File: config.mk
export PLATFORM = sky130hd
export DESIGN_NAME = fdc_drop
export DESIGN_NICKNAME = d
export VERILOG_FILES = /design/src/fdc_pkg.sv /design/src/fdc_drop.sv /design/src/fdc_uart_rx.sv /design/src/fdc_uart_tx.sv
export SDC_FILE = /design/constraint.sdc
export NUM_CORES = 1
export LEC_CHECK = 0
export ABC_CLOCK_PERIOD_IN_PS = 5300
export BUFFER_PORTS_ARGS = -buffer_cell sky130_fd_sc_hd__buf_2
export CAP_MARGIN = 30
export CELL_PAD_IN_SITES_DETAIL_PLACEMENT = 1
export CELL_PAD_IN_SITES_GLOBAL_PLACEMENT = 2
export CORE_ASPECT_RATIO = 0.5
export CORE_MARGIN = 8
export CORE_UTILIZATION = 43
export DETAILED_ROUTE_END_ITERATION = 12
export PLACE_DENSITY = 0.89
export REMOVE_ABC_BUFFERS = 1
export SLEW_MARGIN = 20
export SYNTH_ARGS = -nofsm -noshare
export SYNTH_HDL_FRONTEND = slang
export SYNTH_SLANG_ARGS = --single-unit
File: constraint.sdc
create_clock -name clk -period 5.3 [get_ports clk]
set_input_delay 0.265 -clock clk [delete_from_list [all_inputs] [get_ports clk]]
set_output_delay 0.265 -clock clk [all_outputs]
set_load 0.005 [all_outputs]
File: src/fdc_pkg.sv
/*
 * Shared constants, types and helpers for the field drop command monitor.
 * Assumes a single 200 MHz system clock and a synchronous active-high reset.
 */
package fdc_pkg;

  // Clock and serial timing
  localparam int unsigned FDC_CLK_HZ       = 200_000_000;
  localparam int unsigned FDC_BIT_RATE     = 1312;
  localparam int unsigned FDC_BIT_CYCLES   = FDC_CLK_HZ / FDC_BIT_RATE;
  localparam int unsigned FDC_CHAR_BITS    = 11;
  localparam int unsigned FDC_GAP_CHARS    = 2;
  localparam int unsigned FDC_GAP_CYCLES   =
    FDC_BIT_CYCLES * FDC_CHAR_BITS * FDC_GAP_CHARS;
  localparam int unsigned FDC_TURN_MS      = 10;
  localparam int unsigned FDC_TURN_CYCLES  =
    (FDC_CLK_HZ / 1000) * FDC_TURN_MS;
  localparam int unsigned FDC_PF_HOLD_S    = 3;
  localparam int unsigned FDC_PF_HOLD_CYCLES = FDC_CLK_HZ * FDC_PF_HOLD_S;

  // Frame sizes and error limit
  localparam int unsigned FDC_CMD_BYTES    = 4;
  localparam int unsigned FDC_RET_BYTES    = 8;
  localparam logic [2:0]  FDC_BAD_LIMIT    = 3'h3;

  // Command byte 1 fields
  localparam int unsigned FDC_ADDR_MSB     = 7;
  localparam int unsigned FDC_ADDR_LSB     = 5;
  localparam int unsigned FDC_HOL_BIT      = 3;
  // Command byte 3 fields
  localparam int unsigned FDC_SPARE_W      = 6;
  localparam int unsigned FDC_STBY_DIS_BIT = 6;
  localparam int unsigned FDC_OMIT_BIT     = 7;

  // Return byte 2 field positions
  localparam int unsigned FDC_R2_SPARE0    = 0;
  localparam int unsigned FDC_R2_SPARE1    = 1;
  localparam int unsigned FDC_R2_REPAIR    = 2;
  localparam int unsigned FDC_R2_PREEMPT   = 3;
  localparam int unsigned FDC_R2_SB_FLASH  = 4;
  localparam int unsigned FDC_R2_FLASH     = 5;
  localparam int unsigned FDC_R2_CM_TRIP   = 6;
  localparam int unsigned FDC_R2_DOOR      = 7;

  // Controller status inputs, all active high except ground-true spares
  typedef struct packed {
    logic [7:0] phase_green_status;
    logic [7:0] phase_call;
    logic [1:0] spare_in_n;
    logic       repair_done;
    logic       preemption_flag;
    logic       standby_flash;
    logic       flash_any;
    logic       cm_tripped;
    logic       door_open;
  } fdc_status_t;

  // Controller command outputs
  typedef struct packed {
    logic                   hold_on_line;
    logic                   walk_rest_mod;
    logic                   inhibit_max;
    logic                   coord_hold_en;
    logic                   standby_disable;
    logic                   phase_omit;
    logic [FDC_SPARE_W-1:0] spare_out_n;
  } fdc_cmd_t;

  localparam fdc_cmd_t FDC_CMD_RELEASED = '{
    hold_on_line: 1'b0, walk_rest_mod: 1'b0, inhibit_max: 1'b0,
    coord_hold_en: 1'b0, standby_disable: 1'b0, phase_omit: 1'b0,
    spare_out_n: {FDC_SPARE_W{1'b1}}};

  // Modulo-256 sum of eight packed bytes
  function automatic logic [7:0] fdc_sum8(input logic [63:0] bytes);
    logic [7:0] acc;
    acc = 8'h00;
    for (int i = 0; i < 8; i++) begin
      acc = acc + bytes[i*8 +: 8];
    end
    return acc;
  endfunction

endpackage

File: src/fdc_drop.sv
/*
 * Field drop command monitor: decodes addressed command frames from the
 * central link unit, drives controller command outputs and answers with an
 * eight-byte return frame. Assumes synchronous inputs, one 200 MHz clock,
 * a separate receive and transmit pair of a multipoint four-wire line.
 */
// Contract
// [RULE1] Byte 1 bits 5-7 carry drop address
// [RULE2] Central puts target address in every block
// [RULE3] Byte 4 is check character over command
// [RULE4] Bad check: discard, keep last valid commands
// [RULE5] More than three bad frames: go off-line
// [RULE6] Hold-on-line also drives three companion outputs
// [RULE7] Byte 3 bits 0-5 drive ground-true spares
// [RULE8] Byte 3 bit 6 drives standby disable
// [RULE9] Byte 3 bit 7 drives phase omit
// [RULE10] Eight-byte return only after command frame
// [RULE11] Return byte 1 is phase greens
// [RULE12] Return byte 2 bits 0-1 spare inputs
// [RULE13] Return byte 2 bit 2 repair completed
// [RULE14] Bit 2 also power-fail latch, three seconds
// [RULE15] Return byte 2 bit 3 preemption
// [RULE16] Return byte 2 bit 4 standby flash
// [RULE17] Return byte 2 bit 5 any flash
// [RULE18] Return byte 2 bit 6 monitor tripped
// [RULE19] Return byte 2 bit 7 door open
// [RULE20] Return byte 3 is phase calls
// [RULE21] Return byte 4 is stop-line detector latches
// [RULE22] Character: start, eight data, parity, stop
// [RULE23] Command frame: three bytes plus check
// [RULE24] Line runs at 1312 bits per second
// [RULE25] Accept commands only at own address
// [RULE26] Check is modulo-256 sum of bytes 1-3

`timescale 1ns/1ps
module fdc_drop
  import fdc_pkg::*;
#(
  parameter int unsigned BIT_CYCLES     = FDC_BIT_CYCLES,
  parameter int unsigned GAP_CYCLES     = FDC_GAP_CYCLES,
  parameter int unsigned TURN_CYCLES    = FDC_TURN_CYCLES,
  parameter int unsigned PF_HOLD_CYCLES = FDC_PF_HOLD_CYCLES
) (
  input  wire logic        clk,          // System clock
  input  wire logic        sys_rst,      // Synchronous reset
  input  wire logic [2:0]  drop_addr,    // Preset drop address strap
  input  wire logic        rx_line,      // Command line from central
  output logic             tx_line,      // Return line to central
  output logic             tx_oe,        // Return line drive enable
  input  wire fdc_status_t ctl_status,   // Controller status inputs
  input  wire logic        power_fail,   // Power failure detected
  input  wire logic [7:0]  stop_det,     // Stop-line detector actuations
  output fdc_cmd_t         ctl_cmd,      // Commands to controller
  output logic             offline,      // Drop is off-line
  output logic [2:0]       bad_count     // Consecutive bad check count
);
  // Counter widths follow the timing counts, full or shortened
  localparam int unsigned GW  = $clog2(GAP_CYCLES + 1);
  localparam int unsigned TW  = $clog2(TURN_CYCLES + 1);
  localparam int unsigned PW  = $clog2(PF_HOLD_CYCLES + 1);

  typedef enum logic [1:0] {RS_IDLE, RS_TURN, RS_SEND} fdc_ret_state_t;

  // Receiver outputs
  logic [7:0] rx_data;
  logic       rx_valid;
  logic       rx_err;

  // Command frame assembly
  logic [7:0] cmd_buf [0:FDC_CMD_BYTES-2];
  logic [1:0] rx_idx;
  logic       frame_err;
  logic [GW-1:0] gap_cnt;
  logic       frame_done;
  logic       addr_ok;
  logic       sum_ok;
  logic [7:0] sum_calc;

  // Last valid command bytes
  logic [7:0] cmd_b1;
  logic [7:0] cmd_b3;

  // Return sequencing
  fdc_ret_state_t ret_state;
  logic [TW-1:0]  turn_cnt;
  logic [2:0]     ret_idx;
  logic [7:0]     ret_buf [0:FDC_RET_BYTES-1];
  logic [7:0]     tx_data;
  logic           tx_valid;
  logic           tx_ready;
  logic           ret_start;
  logic           ret_req;

  // Latches
  logic [7:0]     det_latch;
  logic           pf_latch;
  logic [PW-1:0]  pf_cnt;
  logic [7:0]     ret_byte2;
  logic [55:0]    ret_body;

  fdc_uart_rx #(
    .BIT_CYC (BIT_CYCLES)
  ) u_rx (
    .clk      (clk),
    .sys_rst  (sys_rst),
    .rx_line  (rx_line),
    .rx_data  (rx_data),
    .rx_valid (rx_valid),
    .rx_err   (rx_err)
  );

  fdc_uart_tx #(
    .BIT_CYC (BIT_CYCLES)
  ) u_tx (
    .clk      (clk),
    .sys_rst  (sys_rst),
    .tx_data  (tx_data),
    .tx_valid (tx_valid),
    .tx_ready (tx_ready),
    .tx_line  (tx_line),
    .tx_oe    (tx_oe)
  );

  // Frame completes on the fourth character [RULE23]
  assign frame_done = rx_valid && (rx_idx == 2'(FDC_CMD_BYTES - 1));
  // Address field compared with own strap [RULE1] [RULE25]
  assign addr_ok  = (cmd_buf[0][FDC_ADDR_MSB:FDC_ADDR_LSB] == drop_addr);
  // Check character is the byte sum of the command bytes [RULE3] [RULE26]
  assign sum_calc = fdc_sum8({40'h0, cmd_buf[2], cmd_buf[1], cmd_buf[0]});
  assign sum_ok   = (sum_calc == rx_data);
  // Answer any frame at this address free of character errors, good check or not [RULE10]
  assign ret_req  = frame_done && !frame_err && !rx_err && addr_ok;

  // Character index, byte errors and inter-character gap resync
  // A long silence drops a partial frame so the next one aligns
  always_ff @(posedge clk) begin
    if (sys_rst) begin
      rx_idx    <= 2'h0;
      frame_err <= 1'b0;
      gap_cnt   <= '0;
    end else if (rx_valid) begin
      gap_cnt   <= GW'(GAP_CYCLES);
      rx_idx    <= frame_done ? 2'h0 : rx_idx + 2'h1;
      frame_err <= frame_done ? 1'b0 : (frame_err | rx_err);
    end else if (gap_cnt != '0) begin
      gap_cnt <= gap_cnt - 1'b1;
      if (gap_cnt == GW'(1)) begin
        rx_idx    <= 2'h0;
        frame_err <= 1'b0;
      end
    end
  end

  // Command character storage
  always_ff @(posedge clk) begin
    if (sys_rst) begin
      for (int i = 0; i < FDC_CMD_BYTES - 1; i++) begin
        cmd_buf[i] <= 8'h00;
      end
    end else if (rx_valid && !frame_done) begin
      cmd_buf[rx_idx] <= rx_data;
    end
  end

  // Accept on good check, hold last valid data otherwise [RULE4] [RULE25]
  always_ff @(posedge clk) begin
    if (sys_rst) begin
      cmd_b1 <= 8'h00;
      cmd_b3 <= 8'h00;
    end else if (ret_req && sum_ok) begin
      cmd_b1 <= cmd_buf[0];
      cmd_b3 <= cmd_buf[2];
    end
  end

  // Consecutive bad check count and off-line state [RULE5]
  // Count stops at three; the fourth bad frame trips off-line
  always_ff @(posedge clk) begin
    if (sys_rst) begin
      bad_count <= 3'h0;
      offline   <= 1'b0;
    end else if (ret_req && sum_ok) begin
      bad_count <= 3'h0;
      offline   <= 1'b0;
    end else if (ret_req) begin
      if (bad_count == FDC_BAD_LIMIT) begin
        offline <= 1'b1;
      end else begin
        bad_count <= bad_count + 3'h1;
      end
    end
  end

  // Controller outputs, released while off-line
  always_ff @(posedge clk) begin
    if (sys_rst) begin
      ctl_cmd <= FDC_CMD_RELEASED;
    end else if (offline) begin
      ctl_cmd <= FDC_CMD_RELEASED;                        // [RULE5]
    end else begin
      ctl_cmd.hold_on_line    <= cmd_b1[FDC_HOL_BIT];
      ctl_cmd.walk_rest_mod   <= cmd_b1[FDC_HOL_BIT];     // [RULE6]
      ctl_cmd.inhibit_max     <= cmd_b1[FDC_HOL_BIT];     // [RULE6]
      ctl_cmd.coord_hold_en   <= cmd_b1[FDC_HOL_BIT];     // [RULE6]
      ctl_cmd.standby_disable <= cmd_b3[FDC_STBY_DIS_BIT]; // [RULE8]
      ctl_cmd.phase_omit      <= cmd_b3[FDC_OMIT_BIT];    // [RULE9]
      ctl_cmd.spare_out_n     <= ~cmd_b3[FDC_SPARE_W-1:0]; // [RULE7]
    end
  end

  // Stop-line detector latches, set wins over clear [RULE21]
  // An actuation in the clearing cycle waits for the next frame
  generate
    for (genvar d = 0; d < 8; d++) begin : g_det
      always_ff @(posedge clk) begin
        if (sys_rst) begin
          det_latch[d] <= 1'b0;
        end else if (stop_det[d]) begin
          det_latch[d] <= 1'b1;
        end else if (ret_start) begin
          det_latch[d] <= 1'b0;
        end
      end
    end
  endgenerate

  // Power-fail latch, cleared after three seconds of sending [RULE14]
  // Only sending time counts, so a quiet line keeps the flag up
  always_ff @(posedge clk) begin
    if (sys_rst) begin
      pf_latch <= 1'b0;
      pf_cnt   <= '0;
    end else if (power_fail) begin
      pf_latch <= 1'b1;
      pf_cnt   <= '0;
    end else if (pf_latch && tx_oe) begin
      if (pf_cnt == PW'(PF_HOLD_CYCLES - 1)) begin
        pf_latch <= 1'b0;
        pf_cnt   <= '0;
      end else begin
        pf_cnt <= pf_cnt + 1'b1;
      end
    end
  end

  // Return status byte 2
  always_comb begin
    ret_byte2 = 8'h00;
    ret_byte2[FDC_R2_SPARE0]   = ~ctl_status.spare_in_n[0];    // [RULE12]
    ret_byte2[FDC_R2_SPARE1]   = ~ctl_status.spare_in_n[1];    // [RULE12]
    ret_byte2[FDC_R2_REPAIR]   = ctl_status.repair_done
                                 | pf_latch;            // [RULE13] [RULE14]
    ret_byte2[FDC_R2_PREEMPT]  = ctl_status.preemption_flag;   // [RULE15]
    ret_byte2[FDC_R2_SB_FLASH] = ctl_status.standby_flash;     // [RULE16]
    ret_byte2[FDC_R2_FLASH]    = ctl_status.flash_any;         // [RULE17]
    ret_byte2[FDC_R2_CM_TRIP]  = ctl_status.cm_tripped;        // [RULE18]
    ret_byte2[FDC_R2_DOOR]     = ctl_status.door_open;         // [RULE19]
  end

  // Bytes 1 to 7 in transmit order, unused bytes zero [RULE11] [RULE20]
  assign ret_body = {24'h0, det_latch, ctl_status.phase_call, ret_byte2,
                     ctl_status.phase_green_status};

  // Turnaround wait then eight characters in order [RULE10]
  // A frame heard mid-reply updates outputs but earns no reply
  assign ret_start = (ret_state == RS_TURN) && (turn_cnt == '0);
  assign tx_valid  = (ret_state == RS_SEND);
  assign tx_data   = ret_buf[ret_idx];

  always_ff @(posedge clk) begin
    if (sys_rst) begin
      ret_state <= RS_IDLE;
      turn_cnt  <= '0;
      ret_idx   <= 3'h0;
    end else begin
      case (ret_state)
        RS_IDLE: begin
          if (ret_req) begin
            ret_state <= RS_TURN;
            turn_cnt  <= TW'(TURN_CYCLES - 1);
          end
        end
        RS_TURN: begin
          if (turn_cnt != '0) begin
            turn_cnt <= turn_cnt - 1'b1;
          end else begin
            ret_state <= RS_SEND;
            ret_idx   <= 3'h0;
          end
        end
        RS_SEND: begin
          if (tx_ready) begin
            ret_idx <= ret_idx + 3'h1;
            if (ret_idx == 3'(FDC_RET_BYTES - 1)) begin
              ret_state <= RS_IDLE;
            end
          end
        end
        default: ret_state <= RS_IDLE;
      endcase
    end
  end

  // Snapshot of the return frame and its trailing check character
  always_ff @(posedge clk) begin
    if (sys_rst) begin
      for (int i = 0; i < FDC_RET_BYTES; i++) begin
        ret_buf[i] <= 8'h00;
      end
    end else if (ret_start) begin
      for (int i = 0; i < FDC_RET_BYTES - 1; i++) begin
        ret_buf[i] <= ret_body[i*8 +: 8];
      end
      ret_buf[FDC_RET_BYTES-1] <= fdc_sum8({8'h00, ret_body});
    end
  end

endmodule

File: src/fdc_uart_rx.sv
/*
 * Serial character receiver: start, eight data bits LSB first, even
 * parity, stop. Assumes the line input is already synchronous and idles high.
 */
`timescale 1ns/1ps
module fdc_uart_rx
  import fdc_pkg::*;
#(
  parameter int unsigned BIT_CYC = FDC_BIT_CYCLES
) (
  input  wire logic       clk,       // System clock
  input  wire logic       sys_rst,   // Synchronous reset
  input  wire logic       rx_line,   // Serial line, idle high
  output logic [7:0]      rx_data,   // Received byte
  output logic            rx_valid,  // One-cycle byte strobe
  output logic            rx_err     // Parity or framing error, with strobe
);
  localparam int unsigned CW = $clog2(BIT_CYC + 1);

  typedef enum logic [2:0] {RX_IDLE, RX_START, RX_DATA, RX_PAR, RX_STOP}
    fdc_rx_state_t;

  fdc_rx_state_t state;
  logic [CW-1:0] cnt;
  logic [2:0]    idx;
  logic [7:0]    shreg;
  logic          par_bad;

  // Bit-timing state machine, sampling at bit centres [RULE22] [RULE24]
  always_ff @(posedge clk) begin
    rx_valid <= 1'b0;
    if (sys_rst) begin
      state   <= RX_IDLE;
      cnt     <= '0;
      idx     <= 3'h0;
      shreg   <= 8'h00;
      par_bad <= 1'b0;
      rx_data <= 8'h00;
      rx_err  <= 1'b0;
    end else if (cnt != '0) begin
      cnt <= cnt - 1'b1;
    end else begin
      case (state)
        RX_IDLE: begin
          if (!rx_line) begin
            state <= RX_START;
            cnt   <= CW'(BIT_CYC / 2);
          end
        end
        RX_START: begin
          state <= rx_line ? RX_IDLE : RX_DATA;
          cnt   <= CW'(BIT_CYC - 1);
          idx   <= 3'h0;
        end
        RX_DATA: begin
          shreg <= {rx_line, shreg[7:1]};
          cnt   <= CW'(BIT_CYC - 1);
          idx   <= idx + 3'h1;
          if (idx == 3'h7) begin
            state <= RX_PAR;
          end
        end
        RX_PAR: begin
          par_bad <= ^{shreg, rx_line};
          cnt     <= CW'(BIT_CYC - 1);
          state   <= RX_STOP;
        end
        RX_STOP: begin
          rx_data  <= shreg;
          rx_err   <= par_bad | ~rx_line;
          rx_valid <= 1'b1;
          state    <= RX_IDLE;
        end
        default: state <= RX_IDLE;
      endcase
    end
  end

endmodule

File: src/fdc_uart_tx.sv
/*
 * Serial character transmitter: start, eight data bits LSB first, even
 * parity, stop. Drives the line and its enable only while sending.
 */
`timescale 1ns/1ps
module fdc_uart_tx
  import fdc_pkg::*;
#(
  parameter int unsigned BIT_CYC = FDC_BIT_CYCLES
) (
  input  wire logic       clk,       // System clock
  input  wire logic       sys_rst,   // Synchronous reset
  input  wire logic [7:0] tx_data,   // Byte to send
  input  wire logic       tx_valid,  // Byte offered
  output logic            tx_ready,  // Transmitter idle, byte taken
  output logic            tx_line,   // Serial line out, idle high
  output logic            tx_oe      // High while driving the line
);
  localparam int unsigned CW = $clog2(BIT_CYC + 1);

  logic [CW-1:0] cnt;
  logic [3:0]    left;
  logic [10:0]   shreg;

  assign tx_ready = (left == 4'h0);
  assign tx_line  = shreg[0];

  // Shift out start, data, parity, stop [RULE22] [RULE24]
  always_ff @(posedge clk) begin
    if (sys_rst) begin
      cnt   <= '0;
      left  <= 4'h0;
      shreg <= 11'h7ff;
      tx_oe <= 1'b0;
    end else if (tx_ready) begin
      if (tx_valid) begin
        shreg <= {1'b1, ^tx_data, tx_data, 1'b0};
        left  <= 4'(FDC_CHAR_BITS);
        cnt   <= CW'(BIT_CYC - 1);
        tx_oe <= 1'b1;
      end else begin
        tx_oe <= 1'b0;
      end
    end else if (cnt != '0) begin
      cnt <= cnt - 1'b1;
    end else begin
      shreg <= {1'b1, shreg[10:1]};
      left  <= left - 4'h1;
      cnt   <= CW'(BIT_CYC - 1);
    end
  end

endmodule

# After elaboration in Yosys (flattened, before gate mapping)
# Memory sizes are Yosys's and may differ from the RTL's. A register that Yosys moved wholly into a read port is not among the register bits.
# Index checks and enable logic that the tools add are counted.
# classes
addsub,15
eq_ne,24
n_mux,74
bitwise,17
reduce_logical,58
# op_table
cell,count
18-bit 2-to-1 mux,5
8-bit 2-to-1 mux,9
22-bit 2-to-1 mux,2
21-bit 2-to-1 mux,2
21-bit case mux with 2 select lines,1
8-bit adder,5
18-bit case mux with 2 select lines,1
18-bit nonzero test,2
"18-bit by 1-bit subtractor with 18-bit output, second input constant",2
11-bit 2-to-1 mux,3
"30-bit by 1-bit adder with 30-bit output, second input constant",1
"30-bit equality test, second input constant",1
30-bit 2-to-1 mux,1
2-bit nonzero test,15
1-bit 2-to-1 mux,27
"22-bit by 1-bit equality test with 1-bit output, second input constant",1
22-bit nonzero test,1
"22-bit by 1-bit subtractor with 22-bit output, second input constant",1
21-bit zero test,1
21-bit nonzero test,1
"21-bit by 1-bit subtractor with 21-bit output, second input constant",1
2-bit 2-to-1 mux,10
2-bit AND reduction,10
3-bit 2-to-1 mux,6
other kinds (33),79
# word_totals
register_bits,192
mem_bits_rw,88
inputBits,39
mem_count,2
# memory_table
memory,words,width,read_ports,rd_ports_with_merged_regs,wr,line,rtl
ret_buf,8,8,1,1,8,fdc_drop.sv:87,logic [7:0] ret_buf [0:FDC_RET_BYTES-1];
cmd_buf,3,8,3,0,3,fdc_drop.sv:70,logic [7:0] cmd_buf [0:FDC_CMD_BYTES-2];

# Longest topological paths before layout
# Gate-level depths: netlist (run 1).
# logic_depth
depth_word,9
depth_mapped,14

# Modules after synthesis
# A second synthesis (run 1) with hierarchy kept.
# hier_totals
cells_unflattened,1292
hier_area_um2,12577.1
# modules_own_cells
mod,instances,cells_each,area_each_um2
fdc_drop,1,857,8737.1
fdc_uart_rx,1,228,2058.2
fdc_uart_tx,1,207,1781.7

# Worst setup path before layout (run 1)
# OpenSTA, ideal clock, no wires.
# synth_timing
path_type,reg-to-reg
from,register turn_cnt[6]
to,"memory ret_buf[0][0], enable pin"
arrival_ns,2.799
path_slack_ns,2.097
stages_incl_launch_ff,7
path_buffers,1
period_less_slack_ns,3.203
cell_sequence,dfxtp_1 or4_1 or4_1 clkbuf_1 nor4_1 nand2_1 nand2b_1
# synth_rtl
item,line,rtl
"start, declared",fdc_drop.sv:85,logic [TW-1:0] turn_cnt;
"start signal, assigned",fdc_drop.sv:280,turn_cnt <= TW'(TURN_CYCLES - 1);
"start signal, assigned",fdc_drop.sv:285,turn_cnt <= turn_cnt - 1'b1;
"end, declared",fdc_drop.sv:87,

# Worst setup path in the final report (run 1)
# layout_timing
from,register u_tx.cnt[0]
to,register u_tx.left[3]
# layout_via
elab_chain_len,3
# layout_rtl
item,line,rtl
"start, declared",fdc_uart_tx.sv:21,logic [CW-1:0] cnt;
"start signal, assigned",fdc_uart_tx.sv:39,cnt <= CW'(BIT_CYC - 1);
"start signal, assigned",fdc_uart_tx.sv:45,cnt <= cnt - 1'b1;
"start signal, assigned",fdc_uart_tx.sv:49,cnt <= CW'(BIT_CYC - 1);
18-bit nonzero test,fdc_uart_tx.sv:44,end else if (cnt != '0) begin
2-bit inequality test (no line),n/a,
2-bit AND reduction (no line),n/a,
"end signal, assigned",fdc_uart_tx.sv:38,left <= 4'(FDC_CHAR_BITS);
"end signal, assigned",fdc_uart_tx.sv:48,left <= left - 4'h1;
"end, declared",fdc_uart_tx.sv:22,logic [3:0] left;
# Every way passes these cells.
# A chain may end at the register's enable or synchronous reset.

==> impl_results.md, run 1 <==
- Status: finished clean
- Combinational Power Share: 31.4%
- Port Buffer Count: 56
- Die width: 254 µm
- Slowest stage delay, CP: 580 ps
- P per Cell Area: 447 mW/mm²
- Nets: 1407
- FFs w/ async S/R, synth: 0%
- R2R Path Start: u_tx.cnt[0]
- Relative slew slack: 37.6%
- Yosys top cell by area: dfxtp_1
- RSZ-0062 raised after global routing: no
- Leak: 5.45 nW
- Vias in the first global route: 9829
- Syn_area_per_cell: 9.51 µm²
- Critical path data required time: 5730 ps
- Synthesized area: 0.0122 mm²
- Internal cell power: 3.95 mW
- DRT iter0 DRCs: 377
- Clock sinks: 255
- First-pass GRT wire length: 47.9 mm
- Synth Register Bits: 255
- Total power: 6.07 mW
- Final WL: 28.5 mm
- Min Tclk post-route: 3630 ps
- Pins Over Slew Limit: 0
- Core ar.: 0.0278 mm²
- Fillers: 3194
- Routed WL per cell: 16.6 µm
- Post-synth top area share: 31.4%
- Commonest cells after routing, fill and taps aside: dfxtp_1 (191), nor2_1 (179), a21oi_1 (103), xnor2_1 (74), nand2_1 (66)
- Post-layout util: 48.9%
- Drt first pass iters: 5
- Synth area leaders: dfxtp_1 (31%), edfxtp_1 (16%), nor2_1 (5.6%), xnor2_1 (5.3%), a21oi_1 (4.2%)
- Clk_skew: 10.6 ps
- Placer Congestion: 0.758
- Largest net degree at the start of global routing: 62
- Design area: 0.0136 mm²
- Die area: 0.0343 mm²
- Antenna diodes: 0
- Number of distinct library cells after synthesis: 59
- Post-CTS sizing: 0
- DR vias/cell: 5.36
- Critical path type: flip-flop to flip-flop
- P&R area growth vs syn: 11.5%
- Setup slack at placement: 1700 ps
- Postcts setup bufs: 0
- Placed insts: 1661
- CP startpoint: u_tx.cnt[0]
- GRT overflow: 0
- Placement Rows: 43
- DRT antenna net count: 0
- Critical path arrival: 4060 ps
- Kind of end point of the critical path: flip-flop
- Most common cell after layout, fill and taps aside: dfxtp_1
- Skew-Pair Late Insertion Delay: 530 ps
- Post-route DRC: 0
- Share of cells above drive strength 1: 8.55%
- Count of final hold-check violations: 0
- P_sw: 2.12 mW
- Clock buffer depth: 3
- Die Y: 135 µm
- Placed instance area: 0.0127 mm²
- Critical-path cell list: inv_1, ha_1, or4b_1, or3_1, o31ai_2, nand2_1, nor4_1, nor3_1, a211oi_1
- Fmax: 276 MHz
- Root buf cell: clkbuf_16
- Maximum VDD drop: 0.247 mV
- Setup_tns: 0 ps
- Slowest CP cell: nand2_1
- Main flop type after synthesis: dfxtp_1
- CTS clk-pin slew, worst paths: 70 ps
- Final hold slack: 38.7 ps
- Initial antenna violation count: 0
- DR vias: 9195
- Switching share of power: 34.9%
- EDFF count, synth: 64
- Starting Density: 43.8%
- Startpoint types: flip-flop
- Final setup fails: 0
- Cts bufs inserted: 24
- Max cap viols: 0
- Dpl hpwl: 20.3 mm
- Post-Syn Instances: 1279
- Yosys warns: 0
- Worst-margin pin slew: 932 ps
- H-tree depth reported by CTS: 1
- Hold Path Class: primary input to flip-flop
- Non-Filler Instances: 1715
- Clock Power Share: 27.3%
- Worst hold start: stop_det[7]
- Seq pwr share: 41.3%
- Ports: 57
- PnR worst setup slack: 1670 ps
- Register area share after synthesis: 47.2%
- Crit Path Max Fanout: 21
- Fin crit share: 68.5%
- CTS tree: done
- Gr usage total: 16.6%
[routing by layer]
layer / wire (µm) / share of wire [%] / GRT usage (%) / up-vias
met3: 536 / 1.9 / 2.65 / 47
met2: 14400 / 51 / 30.8 / 65
li1: - / - / - / 4536
met5: 0 / 0 / 0 / -
met1: 12800 / 45 / 19.7 / 4547
met4: 721 / 2.5 / 4.71 / 0
[flip-flops by register name (all words and copies together), names as in the netlist, 3 cells and up, named ones only]
name / cells
ctl_cmd: 9
ret_idx: 3
u_tx.shreg: 10
u_rx.cnt: 18
u_rx.state: 3
u_tx.cnt: 18
u_rx.rx_data: 8
ret_buf: 40
cmd_buf: 24
det_latch: 8
turn_cnt: 21
bad_count: 3
pf_cnt: 30
u_rx.shreg: 8
gap_cnt: 22
u_tx.left: 4
cmd_b3: 8
u_rx.idx: 3
[cell type report]
cell class	count	area [µm²]	area share [%]
Clock inverter	12	51.3	0.378
Sequential cell	255	5750	42.4
Timing Repair Buffer	69	420	3.10
Multi-Input combinational cell	920	6010	44.3
Inverter	45	169	1.25
Clock buffer	32	692	5.10
Tap cell	382	478	3.52
[repair_timing]
item | in CTS | in global routing
endpoints found under the setup margin | 0 | 0
hold endpoints to repair | 8 | 0
hold buffers | 8 | 0
[critical path: cells and delay by family, from the launching register on]
| family | cells | cell delay [ps] |
|---|---|---|
| buffers and inverters | 1 | 100 |
| adder cells (fa/ha/maj) | 1 | 210 |
| AO/OA/AOI/OAI | 2 | 780 |
| AND/OR/NAND/NOR | 5 | 2120 |
| flip-flops | 1 | 330 |
[worst paths after layout]
path,to,slack [ps],cells after the start
setup / recovery,u_tx.left[3],1670,9
hold / removal,det_latch[7],40,3
setup reg to reg,u_tx.left[3],1670,9
hold reg to reg,ctl_cmd[5],380,1
[power by group through the flow]
stage	clock, mW	combinational (mW)	sequential [mW]
final	1.66	1.91	2.51
after global routing	1.78	2.15	2.54
after CTS	1.71	1.93	2.51
after detailed placement	0	1.90	2.54
after global placement	0	1.79	2.52
after floorplan	0	1.45	2.48
[Yosys cell counts (all sizes together) (3+ instances only)]
library cell,instances
nor4b,3
or3,18
nor2,180
edfxtp,64
or2,7
nand3,37
fa,22
dfxtp,191
o22ai,4
a211oi,12
nor4,16
mux2,7
and4,8
clkbuf,50
buf,9
xor2,46
a211o,11
or4,6
a311oi,11
nor3,56
inv,45
and3,41
mux2i,21
nand2,66
o21ai,23
a221oi,3
and2,28
nand4,13
or4b,3
nand2b,11
a21o,12
o211ai,3
a31oi,7
ha,31
nand3b,4
xnor2,74
nor2b,12
a21oi,103
[logic make-up after synthesis]
group,synth area share [%]
AOI/OAI and AO/OA,10.4
DFF,47.2
adders and majority gates,6.81
buffers and inverters,3.39
muxes,2.38
and+or+nand+nor,20.9
xor gates and xnor gates,8.83
Power figures use the tool's default switching activity.
==> run 2, diff against run 1 <==
--- a/config.mk
+++ b/config.mk
@@ -5,16 +5,17 @@
 export SDC_FILE = /design/constraint.sdc
 export NUM_CORES = 1
 export LEC_CHECK = 0
-export ABC_CLOCK_PERIOD_IN_PS = 5300
+export ABC_AREA = 1
+export ABC_CLOCK_PERIOD_IN_PS = 3500
 export BUFFER_PORTS_ARGS = -buffer_cell sky130_fd_sc_hd__buf_2
 export CAP_MARGIN = 30
 export CELL_PAD_IN_SITES_DETAIL_PLACEMENT = 1
 export CELL_PAD_IN_SITES_GLOBAL_PLACEMENT = 2
 export CORE_ASPECT_RATIO = 0.5
 export CORE_MARGIN = 8
-export CORE_UTILIZATION = 43
+export CORE_UTILIZATION = 37
 export DETAILED_ROUTE_END_ITERATION = 12
-export PLACE_DENSITY = 0.89
+export PLACE_DENSITY = 0.84
 export REMOVE_ABC_BUFFERS = 1
 export SLEW_MARGIN = 20
 export SYNTH_ARGS = -nofsm -noshare
==> constraint.sdc (replaced) <==
create_clock -name clk -period 3.5 [get_ports clk]
set_input_delay 0.175 -clock clk [delete_from_list [all_inputs] [get_ports clk]]
set_output_delay 0.175 -clock clk [all_outputs]
set_load 0.005 [all_outputs]
==> impl_results.md, run 2 <==
- Synth Register Bits: 255
- Critical path data required time: 3920 ps
- DRT iter0 DRCs: 454
- Placed insts: 2215
- Synthesized area: 0.0133 mm²
- Relative slew slack: 55.1%
- Vias in the first global route: 11.5k
- Core ar.: 0.0357 mm²
- Largest net degree at the start of global routing: 53
- Critical path arrival: 3420 ps
- Maximum VDD drop: 0.397 mV
- # hold bufs at CTS: 29
- Setup slack at placement: 478 ps
- Startpoint types: flip-flop
- Grt met3 use: 2.94%
- Antenna diodes: 0
- Worst path top cell family by delay: adder cells
- Skew-Pair Late Insertion Delay: 540 ps
- Leak: 6.41 nW
- Post-Syn Instances: 1707
- Port Buffer Count: 56
- Placer Congestion: 0.777
- Dpl hpwl: 25.0 mm
- Synth area leaders: dfxtp_1 (29%), edfxtp_1 (14%), nand2_1 (9.4%), nor2_1 (7.1%), inv_1 (6.0%)
- Pins Over Slew Limit: 0
- Final setup fails: 0
- Drt first pass iters: 5
- Clk_skew: 14.2 ps
- GR peak layer: met2
- Initial antenna violation count: 2
- PnR worst setup slack: 500 ps
- Fin crit share: 85.7%
- CTS tree: done
- Post-layout util: 42.7%
- Fmax: 333 MHz
- Critical path type: flip-flop to flip-flop
- CP dominant cell by count: nand2_1
- Share of cells above drive strength 1: 10.4%
- Max reg flops: 40
- Final hold slack: 8.54 ps
- H-tree depth reported by CTS: 1
- Postcts setup bufs: 0
- Top flop regs: ret_buf: 40 flops, pf_cnt: 30 flops, cmd_buf: 24 flops
- Post-CTS sizing: 0
- CTS clk-pin slew, worst paths: 70 ps
- M1 GR Usage: 20.7%
- Hold Path Class: primary input to flip-flop
- Status: finished clean
- Die area: 0.0426 mm²
- Worst Path Buf+Inv: 1
- Fillers: 4377
- Kind of end point of the critical path: flip-flop
- Final WL: 34.4 mm
- Crit Path Max Fanout: 13
- Register area share after synthesis: 43.2%
- Placement Rows: 49
- Synth cell count leaders: nand2_1 (333), nor2_1 (251), inv_1 (211)
- Die Y: 150 µm
- Cts bufs inserted: 26
- Starting Density: 37.3%
- Post-route DRC: 0
- Min Tclk post-route: 3000 ps
- Gr usage total: 16.1%
- Area occupied by multi-input gates: 0.00650 mm²
- Main flop type after synthesis: dfxtp_1
- Number of distinct library cells after synthesis: 55
- Top reg by flops: ret_buf
- FFs w/ async S/R, synth: 0%
- Max cap viols: 0
- Clock buffer depth: 3
- Top-count cell post-synth: nand2_1
- Yosys top cell by area: dfxtp_1
- Non-Filler Instances: 2291
- Slowest CP cell: fa_1
- DR vias/cell: 4.85
- EDFF count, synth: 64
- P&R area growth vs syn: 14.5%
- DR vias: 11.1k
- Grt met2 use: 28.4%
- Root buf cell: clkbuf_16
- First-pass GRT wire length: 57.6 mm
- Reg area: 0.00575 mm²
- Commonest cells after routing, fill and taps aside: nand2_1 (333), nor2_1 (251), inv_1 (211), dfxtp_1 (191), a21oi_1 (114)
- Worst-margin pin slew: 669 ps
- Routed WL per cell: 15.0 µm
- Setup_tns: 0 ps
- Clock sinks: 255
- Slowest stage delay, CP: 500 ps
- Syn_area_per_cell: 7.79 µm²
- P per Cell Area: 656 mW/mm²
- Ports: 57
- GRT overflow: 0
- DRT antenna net count: 0
- RSZ-0062 raised after global routing: no
- Post-synth top area share: 28.8%
- Count of final hold-check violations: 0
- Yosys warns: 0
- Nets: 1880
- Critical-path cell list: fa_1, ha_1, fa_1, nand3_1, nand2_1, xor2_1, and2_1, nor3_4, buf_4, nand2_1, nand2_1, a21oi_1
- Most common cell after layout, fill and taps aside: nand2_1
- Die width: 284 µm
## run 2: cell count changes after synthesis, moves of 41 or more
cell	previous run	this run
and3_1	41	0
inv_1	45	211
nand2_1	66	333
nand3_1	37	94
nor2_1	180	251
o21ai_0	23	91
xnor2_1	74	32
## run 2: layer usage
layer	up-vias	routed length, µm
li1	5675	-
met1	5294	16700
met2	88	16100
met3	46	1020
met4	2	535
met5	-	11
## run 2: worst min-delay path, cell delays in order
cell and delay [ps]:
buf_2 80, inv_1 60, nor2_1 110
## run 2: path summary, 6_finish.rpt
path              slack (ps)  cells past startpoint             to            from
setup / recovery         500                     12   bad_count[2]   cmd_buf[2][1]
hold / removal             9                      3  ret_buf[2][3]  ctl_status[11]
setup reg to reg         500                     12   bad_count[2]   cmd_buf[2][1]
hold reg to reg          400                      1     ctl_cmd[3]       cmd_b3[3]
## run 2: final cells by class
class / instances / share of cell area (%)
timing repair buffer: 96 / 4.29
clock inverter: 14 / 0.863
clock buffer: 33 / 5.00
tap: 484 / 3.98
multi-input combinational: 1188 / 42.7
inverter: 221 / 5.45
sequential: 255 / 37.7
## run 2: metrics by stage
step | instance area (µm²) | total power, mW
3_5_place_dp | 14000 | 7.13
3_3_place_gp | 14000 | 7.07
5_1_grt | 15200 | 10.8
6_report | 15200 | 9.98
2_1_floorplan | 13100 | 6.25
4_1_cts | 15200 | 10.1
## run 2: kinds of logic after synthesis
kind of cell / Yosys count / synth area share, %
buffers and inverters: 264 / 8.02
AOI/OAI and AO/OA: 247 / 10.0
adders and majority gates: 53 / 6.23
DFF: 255 / 43.2
and+or+nand+nor: 819 / 28.0
xor gates and xnor gates: 69 / 4.54
## run 2: power by group
part           total [mW]  switching (mW)  internal, mW
combinational        3.36            2.19          1.18
clock                2.92            1.23          1.69
sequential           3.70           0.309          3.39
total                9.98            3.73          6.26
